===== config.mk =====
export PLATFORM = sky130hd
export DESIGN_NAME = autoneg_advert_id_regs
export DESIGN_NICKNAME = d
export VERILOG_FILES = /design/src/hdl/advert_pkg.sv /design/src/hdl/autoneg_advert_id_regs.sv /design/src/hdl/link_sync.sv /design/src/hdl/advert_commit.sv
export SDC_FILE = /design/constraint.sdc
export NUM_CORES = 1
export LEC_CHECK = 0
export BUFFER_PORTS_ARGS = -buffer_cell sky130_fd_sc_hd__buf_4
export CORE_MARGIN = 2
export CORE_UTILIZATION = 40
export CTS_BUF_LIST = sky130_fd_sc_hd__clkbuf_8
export DETAILED_ROUTE_END_ITERATION = 8
export PLACE_DENSITY = 0.75
export SLEW_MARGIN = 20
export SYNTH_ARGS = -nofsm -noshare
export SYNTH_HDL_FRONTEND = slang
export SYNTH_SLANG_ARGS = --single-unit
export TNS_END_PERCENT = 20

===== constraint.sdc =====
create_clock -name mclk -period 3.3 [get_ports mclk]
set_input_delay 0.66 -clock mclk [delete_from_list [all_inputs] [get_ports mclk]]
set_output_delay 0.66 -clock mclk [all_outputs]
set_load 0.005 [all_outputs]

===== src/hdl/advert_pkg.sv =====
/*
  constants for the identifier and advertisement register bank:
  offsets, field positions, reset values and identity fields.
  assumes a 16-bit management register space reached by word index.
*/
package advert_pkg;
  localparam int REG_AW = 5;
  localparam int REG_DW = 16;
  // ***********************************
  // register offsets
  // ***********************************
  localparam logic [4:0] OFF_PHY_ID_LOW = 5'h03;
  localparam logic [4:0] OFF_COPPER_ADVERT = 5'h04;
  localparam logic [4:0] OFF_ADVERT_CTRL = 5'h10;
  localparam logic [4:0] OFF_ADVERT_STATUS = 5'h11;
  // ***********************************
  // identifier fields (values arbitrary)
  // ***********************************
  localparam logic [5:0] ORG_ID_LOW_BITS = 6'h2A;
  localparam logic [5:0] MODEL_NUMBER = 6'h15;
  localparam logic [3:0] REVISION_NUMBER = 4'h1;
  localparam int ID_ORG_LSB = 10;
  localparam int ID_MODEL_LSB = 4;
  // ***********************************
  // advertisement bit positions
  // ***********************************
  localparam int ADV_NEXT_PAGE = 15;
  localparam int ADV_ACK = 14;
  localparam int ADV_REMOTE_FAULT = 13;
  localparam int ADV_RESERVED = 12;
  localparam int ADV_ASYM_PAUSE = 11;
  localparam int ADV_PAUSE = 10;
  localparam int ADV_T4 = 9;
  localparam int ADV_TX_FD = 8;
  localparam int ADV_HI_LSB = 8;
  localparam int ADV_HI_W = 8;
  // writable mask of the upper byte: ack and t4 are fixed at zero
  localparam logic [7:0] ADV_HI_WMASK = 8'hBD;
  localparam logic [7:0] ADV_HI_RESET = 8'h01;
  // ***********************************
  // own control register fields
  // ***********************************
  localparam int CTL_SOFT_RESET = 0;
  localparam int CTL_RESTART_AN = 1;
  localparam int CTL_POWER_DOWN = 2;
  localparam int CTL_AN_ENABLE = 3;
  localparam int CTL_SPEED_1000 = 4;
  localparam int CTL_FULL_DUPLEX = 5;
  localparam int CTL_EXTRA_PAGES = 6;
  localparam logic [6:0] CTL_RESET = 7'h08;
  localparam int CTL_W = 7;
endpackage : advert_pkg


===== src/hdl/autoneg_advert_id_regs.sv =====
/*
  identifier and copper advertisement register bank with the advertised
  code word that the negotiation engine transmits.
  assumes a plain register port with read data one cycle after the strobe,
  and a copper link status level from the line side.
*/
`timescale 1ns/100ps
module autoneg_advert_id_regs
  import advert_pkg::*;
(
  // clock and reset
  input wire logic mclk,
  input wire logic rst_n,
  // register port
  input wire logic [REG_AW-1:0] reg_addr,
  input wire logic [REG_DW-1:0] reg_wdata,
  input wire logic reg_wr,
  input wire logic reg_rd,
  output logic [REG_DW-1:0] reg_rdata,
  // line side
  input wire logic copper_link,
  input wire logic [3:0] low_abilities,
  input wire logic [1:0] gig_abilities,
  // negotiation engine side
  output logic [REG_DW-1:0] base_code_word,
  output logic [1:0] gig_code,
  output logic send_extra_pages,
  output logic an_active,
  output logic adv_commit
);
  // ***********************************
  // state
  // ***********************************
  logic [ADV_HI_W-1:0] pending;
  logic [ADV_HI_W-1:0] active;
  logic [CTL_W-1:0] ctrl;
  logic power_down_q;
  logic link_level;
  logic link_fall;
  logic soft_reset_p;
  logic restart_p;
  logic power_up_p;
  logic [ADV_HI_W-1:0] next_pending;
  logic [REG_DW-1:0] next_rdata;
  logic forced_gig;
  logic [REG_DW-1:0] id_word;
  logic wr_adv;
  logic wr_ctl;

  assign wr_adv = reg_wr && (reg_addr == OFF_COPPER_ADVERT);
  assign wr_ctl = reg_wr && (reg_addr == OFF_ADVERT_CTRL);
  assign soft_reset_p = wr_ctl && reg_wdata[CTL_SOFT_RESET];
  assign restart_p = wr_ctl && reg_wdata[CTL_RESTART_AN];
  assign power_up_p = power_down_q && !ctrl[CTL_POWER_DOWN];
  assign forced_gig = !ctrl[CTL_AN_ENABLE] && ctrl[CTL_SPEED_1000];
  assign id_word = {ORG_ID_LOW_BITS, MODEL_NUMBER, REVISION_NUMBER};

  // ***********************************
  // link level crossing
  // ***********************************
  link_sync u_link_sync (
    .mclk(mclk),
    .rst_n(rst_n),
    .async_in(copper_link),
    .sync_out(link_level),
    .fall(link_fall)
  );

  // ***********************************
  // pending advertisement byte
  // ***********************************
  always_comb begin
    next_pending = pending;
    if (wr_adv) begin
      // ack and t4 stay zero; reserved bit stays writable
      next_pending = reg_wdata[REG_DW-1:ADV_HI_LSB] & ADV_HI_WMASK;
    end
  end

  always_ff @(posedge mclk or negedge rst_n) begin
    if (!rst_n) begin
      pending <= ADV_HI_RESET;
    end else begin
      pending <= next_pending;
    end
  end

  advert_commit u_commit (
    .mclk(mclk),
    .rst_n(rst_n),
    .soft_reset(soft_reset_p),
    .restart_an(restart_p),
    .power_up(power_up_p),
    .link_drop(link_fall),
    .pending(pending),
    .active(active)
  );

  // ***********************************
  // control register (self-clearing pulses)
  // ***********************************
  always_ff @(posedge mclk or negedge rst_n) begin
    if (!rst_n) begin
      ctrl <= CTL_RESET;
      power_down_q <= 1'b0;
    end else begin
      if (wr_ctl) begin
        ctrl <= reg_wdata[CTL_W-1:0];
        ctrl[CTL_SOFT_RESET] <= 1'b0;
        ctrl[CTL_RESTART_AN] <= 1'b0;
      end
      power_down_q <= ctrl[CTL_POWER_DOWN];
    end
  end

  // ***********************************
  // code word toward the negotiation engine
  // ***********************************
  always_ff @(posedge mclk or negedge rst_n) begin
    if (!rst_n) begin
      base_code_word <= '0;
      gig_code <= '0;
      send_extra_pages <= 1'b0;
      an_active <= 1'b0;
      adv_commit <= 1'b0;
    end else begin
      adv_commit <= soft_reset_p || restart_p || power_up_p || link_fall;
      an_active <= ctrl[CTL_AN_ENABLE] || forced_gig;
      base_code_word[ADV_NEXT_PAGE] <= active[ADV_NEXT_PAGE-ADV_HI_LSB];
      base_code_word[ADV_ACK] <= 1'b0;
      base_code_word[ADV_REMOTE_FAULT] <= active[ADV_REMOTE_FAULT-ADV_HI_LSB];
      base_code_word[ADV_RESERVED] <= active[ADV_RESERVED-ADV_HI_LSB];
      base_code_word[ADV_ASYM_PAUSE] <= active[ADV_ASYM_PAUSE-ADV_HI_LSB];
      base_code_word[ADV_PAUSE] <= active[ADV_PAUSE-ADV_HI_LSB];
      base_code_word[ADV_T4] <= 1'b0;
      if (forced_gig) begin
        base_code_word[ADV_TX_FD:0] <= '0;
        gig_code <= ctrl[CTL_FULL_DUPLEX] ? 2'b10 : 2'b01;
      end else begin
        base_code_word[ADV_TX_FD] <= active[ADV_TX_FD-ADV_HI_LSB];
        base_code_word[ADV_TX_FD-1:ADV_TX_FD-4] <= low_abilities;
        base_code_word[ADV_TX_FD-5:0] <= '0;
        gig_code <= gig_abilities;
      end
      // extra gigabit pages go out whenever gigabit is advertised
      send_extra_pages <= forced_gig || (gig_abilities != 2'b00);
    end
  end

  // ***********************************
  // read path
  // ***********************************
  always_comb begin
    next_rdata = '0;
    case (reg_addr)
      OFF_PHY_ID_LOW: next_rdata = id_word;
      OFF_COPPER_ADVERT: next_rdata = {pending, 8'h00};
      OFF_ADVERT_CTRL: next_rdata = {9'h000, ctrl};
      OFF_ADVERT_STATUS: next_rdata = {7'h00, link_level, active};
      default: next_rdata = '0;
    endcase
  end

  always_ff @(posedge mclk or negedge rst_n) begin
    if (!rst_n) begin
      reg_rdata <= '0;
    end else if (reg_rd) begin
      reg_rdata <= next_rdata;
    end else begin
      reg_rdata <= '0;
    end
  end
endmodule : autoneg_advert_id_regs


===== src/hdl/link_sync.sv =====
/*
  three-flop synchroniser for the copper link level.
  assumes a level from another clock domain.
*/
`timescale 1ns/100ps
module link_sync (
  // clock and reset
  input wire logic mclk,
  input wire logic rst_n,
  // level
  input wire logic async_in,
  output logic sync_out,
  output logic fall
);
  logic s1;
  logic s2;
  logic s3;
  always_ff @(posedge mclk or negedge rst_n) begin
    if (!rst_n) begin
      s1 <= 1'b0;
      s2 <= 1'b0;
      s3 <= 1'b0;
      sync_out <= 1'b0;
    end else begin
      s1 <= async_in;
      s2 <= s1;
      s3 <= s2;
      // a change counts once the second and third flops agree
      if (s2 == s3) begin
        sync_out <= s3;
      end
    end
  end
  assign fall = sync_out && (s2 == s3) && !s3;
endmodule : link_sync


===== src/hdl/advert_commit.sv =====
/*
  pending to active transfer of the advertisement byte.
  assumes one-cycle trigger pulses on the same clock.
*/
`timescale 1ns/100ps
module advert_commit
  import advert_pkg::*;
(
  // clock and reset
  input wire logic mclk,
  input wire logic rst_n,
  // triggers
  input wire logic soft_reset,
  input wire logic restart_an,
  input wire logic power_up,
  input wire logic link_drop,
  // values
  input wire logic [ADV_HI_W-1:0] pending,
  output logic [ADV_HI_W-1:0] active
);
  always_ff @(posedge mclk or negedge rst_n) begin
    if (!rst_n) begin
      active <= ADV_HI_RESET;
    end else if (soft_reset || restart_an || power_up || link_drop) begin
      active <= pending;
    end
  end
endmodule : advert_commit


After elaboration in Yosys (flattened, before gate mapping):

Cells that the tools add are included.
W data, S select, Z words.

* input bits: 32
* logic and storage cells: 41
* bits in registers: 57
* output and inout port bits: 37

* multiplexer cells: 5
* reductions and logical operators: 17
* equal/unequal tests: 5

Operators with widths (count)
* $pmux W16 S4: 1
* $mux W16: 1
* $eq A5 B5 Y1 const B: 2
* $mux W9: 1
* $logic_and A1 B1 Y1: 8
* $eq A5 B2 Y1 const B: 1
* $eq A5 B3 Y1 const B: 1
* $logic_or A1 B1 Y1: 5
* $mux W2: 2
* $logic_not A1 Y1: 3
* $reduce_bool A2 Y1: 1
* $eq A1 B1 Y1: 1

Depth between registers and ports, before layout:

* word-level depth: 6
* depth in mapped cells: 5
* depth with buffers taken out: 4

Hierarchy:

A second synthesis with hierarchy kept.

* cells, all modules: 154
* area, all modules: 2079.5 µm²

Modules (own cells, without submodules)
* autoneg_advert_id_regs: times used 1, cells each 131, seq. area each 1028.5 µm², area an instance 1647.8 µm²
* advert_commit: times used 1, cells each 17, seq. area each 201.4 µm², area an instance 312.8 µm²
* link_sync: times used 1, cells each 6, seq. area each 100.1 µm², area an instance 118.9 µm²

Least setup slack after synthesis:

Ideal clock, no wire load.

* path type: input to register
* start point: input reg_addr[3]
* end point: register u_commit.active[2]
* cell stages on the path: 4
* library setup time: 0.125 ns
* path buffers: 0
* data arrival time: 1.549 ns
* slack: 1.627 ns
* cells stage by stage: nor2_2 nand4_4 o21ai_4 mux2_2

* cells in the longest elaborated chain, start to end: 6

RTL lines
* start: declaration: line autoneg_advert_id_regs.sv:15 `input wire logic [REG_AW-1:0] reg_addr,`
* $eq A5 B5 Y1 (*): line autoneg_advert_id_regs.sv:51 `assign wr_ctl = reg_wr && (reg_addr == OFF_ADVERT_CTRL);`
* $logic_and A1 B1 Y1 (*): line autoneg_advert_id_regs.sv:51
* $logic_and A1 B1 Y1 (on tied branches): line autoneg_advert_id_regs.sv:52, autoneg_advert_id_regs.sv:53
* $logic_or A1 B1 Y1 (*) (3 in a row): line advert_commit.sv:24 `end else if (soft_reset || restart_an || power_up || link_drop) begin`
* end signal: assignment: line advert_commit.sv:25 `active <= pending;`
* end: declaration: line advert_commit.sv:19 `output logic [ADV_HI_W-1:0] active`

Every way passes the cells marked *; elsewhere a longest branch is shown, timed or not.
A chain may end at the register's enable or synchronous reset.

Final worst setup path:

* start point: input reg_addr[3]
* end point: register u_commit.active[4]

Same word-level chain as after synthesis.

==> metrics.yaml <==
sta:
  worst_slew_pin_slew_ps: 605
  setup_viol: 0
  min_period_ps: 1660
  fmax_mhz: 604
  slew_headroom_pct: 59.7
  min_period_over_period_pct: 50.2
  maxSlewViolCount: 0
  fin_worst_skew_ps: 13.9
  rsz0062_at_grt: "no"
  fin_setup_tns_ps: 0
  hold_viol: 0
die:
  num_io_pins: 69
  die_h_um: 73
  die_area_um2: 5330
  initial_core_util_pct: 40.9
  placementRows: 25
  die_w_um: 73
  fp.coreArea_um2: 4660
pwr:
  p_total_mw: 1.48
  cellPowerDensity_nw_per_um2: 601
  p_clk_share_pct: 29.3
  sw_frac_of_total_pct: 24.3
  ir_drop_v: 0.000301
  combPwrFrac_pct: 16.4
  leakage_nw: 1.22
  p_sw_mw: 0.359
  internal-power_mw: 1.12
  seqPwrFrac_pct: 54.3
routing:
  wl_met2_mm: 1.70
  finalWirelength_mm: 3.44
  dr.pass1.iters: 4
  drcViolationCount: 0
  routedWlPerCell_um: 13.5
  postRouteAntennaNets: 0
  via_per_inst: 4.77
  highest_layer: "met4"
  wl_met1_mm: 1.49
  wl_met3_um: 216
  drt-initial-drc-count: 97
  vias: 1211
cells_and_area:
  antenna_cells: 0
  final_nets: 231
  final_common_cell: "buf_4"
  drive_gt1_share_pct: 46.0
  nFillCells: 409
  area_growth_pct: 28.9
  layout_common_cells: "buf_4, dfrtp_1, mux2_2"
clock_network:
  clock_sinks: 50
  clk_pin_slew_worst_paths_ps: 100
  insertion_delay_ps: 310
  cts-root-buf: "clkbuf_8"
  clk_path_buf_depth: 2
  htree_num_levels: 2
  post-cts-setup-buffers: 0
  cts_buffers: 5
  cts_hold_buf: 0
  tritoncts: "done"
  post_cts_resized: 0
place:
  gp_congestion: 0.693
  place_hpwl_mm: 2.49
  port_buffers: 56
yosys:
  synthCells: 140
  synth-seq-cells: 50
  synth-edff-count: 0
  syn-cell-area_um2: 1900
  synth_cell_types: 34
  synth-async-reset-ratio_pct: 100
  avgSynthCellArea_um2: 13.6
  yosys_warnings: 0
  synth_flop_cell: "dfrtp_1"
  yosysSeqAreaShare_pct: 65.9
global_route:
  gr-total-overflow: 0
  grt_usage_pct: 13.6
  grt_pass1_vias: 1110
  grt_max_degree: 51
  antenna_found_initial: 0
  grt_pass1_wl_mm: 5.29
worst_setup_path:
  cp.required_ps: 3490
  start_kind: "input port"
  reg2reg_depth: 2
  critical_path.max_fanout: 7
  path_class: "in2reg"
  end_kind: "flop"
  worstPathArrival_ps: 1840
hold_path:
  hold_class: "in2async"
run_status:
  outcome: "finished, final reports clean"
run:
  cap_violations: 0
-- layout make-up --
| cell class | instances | area [um^2] | share of cell area [%] |
|---|---|---|---|
| Multi-Input combinational cell | 85 | 596 | 24.3 |
| Sequential cell | 50 | 1250 | 51.1 |
| Tap cell | 54 | 67.6 | 2.75 |
| Inverter | 1 | 3.75 | 0.153 |
| Clock inverter | 3 | 43.8 | 1.78 |
| Timing Repair Buffer | 56 | 420 | 17.1 |
| Clock buffer | 5 | 68.8 | 2.80 |
-- worst max-delay path: stages --
cell     delay [ps]
buf_4           130
nor2_2          170
nand4_4         200
o21ai_4         310
mux2_2          370
-- kinds of logic (layout without fill, tap and decap cells) --
family,after synthesis,in the layout,share of synthesized area (%)
muxes,18,18,10.6
buffers and inverters,13,65,4.40
AOI/OAI and AO/OA,13,13,5.39
other,1,9,0.197
and+or+nand+nor,45,45,13.5
DFF,50,50,65.9
-- metrics by stage --
| step | cell area [um^2] | hold slack, ps | cells | setup WS [ps] | util [%] |
|---|---|---|---|---|---|
| after CTS | 2450 | 357 | 254 | 1640 | 52.7 |
| after detailed placement | 2340 | 335 | 246 | 1310 | 50.3 |
| after global routing | 2450 | 370 | 254 | 1570 | 52.7 |
| final | 2450 | 356 | 254 | 1640 | 52.7 |
| after global placement | 2340 | 333 | 246 | 1330 | 50.3 |
| after floorplan | 1930 | 331 | 148 | 1630 | - |
-- final timing paths --
check / slack (ps) / endpoint / start
max in group asynchronous: 2530 / u_commit.active[3] / rst_n
min reg2reg: 360 / u_link_sync.s2 / u_link_sync.s1
max reg2reg: 2010 / gig_code[1] / ctrl[3]
min: 360 / reg_rdata[4] / rst_n
min in group mclk: 360 / u_link_sync.s2 / u_link_sync.s1
max: 1640 / u_commit.active[4] / reg_addr[3]
-- state kept, by name (all words and copies together) (netlist names) --
| register | cells |
|---|---|
| u_link_sync.s3 | 1 |
| u_commit.active | 6 |
| u_link_sync.sync_out | 1 |
| adv_commit | 1 |
| gig_code | 2 |
| reg_rdata | 13 |
| u_link_sync.s2 | 1 |
| ctrl | 5 |
| power_down_q | 1 |
| u_link_sync.s1 | 1 |
| pending | 6 |
| base_code_word | 10 |
| an_active | 1 |
| send_extra_pages | 1 |
-- synth_stat cells (2+ instances only) --
cell type | instances | area share [%]
dfrtp_1 | 47 | 62
clkbuf_1 | 2 | 0.39
buf_4 | 9 | 3.5
a21oi_1 | 5 | 1.3
and2_1 | 7 | 2.3
dfstp_2 | 3 | 4.1
mux2_2 | 18 | 11
a22oi_1 | 3 | 1.2
nor2_1 | 12 | 2.4
nand2_1 | 10 | 2.0
-- metal layers --
metal	global-route usage, %	vias up
met5	0	-
met4	4.94	0
met3	4.14	4
met2	21.4	46
met1	17.7	584
li1	-	577
-- power groups by stage --
stage | Combinational [mW] | Sequential, mW | Clock, mW
after floorplan | 0.115 | 0.802 | 0
after global placement | 0.240 | 0.814 | 0
after detailed placement | 0.247 | 0.816 | 0
after CTS | 0.247 | 0.803 | 0.441
after global routing | 0.269 | 0.816 | 0.464
final | 0.242 | 0.801 | 0.433
(Power assumes the default switching activity.)
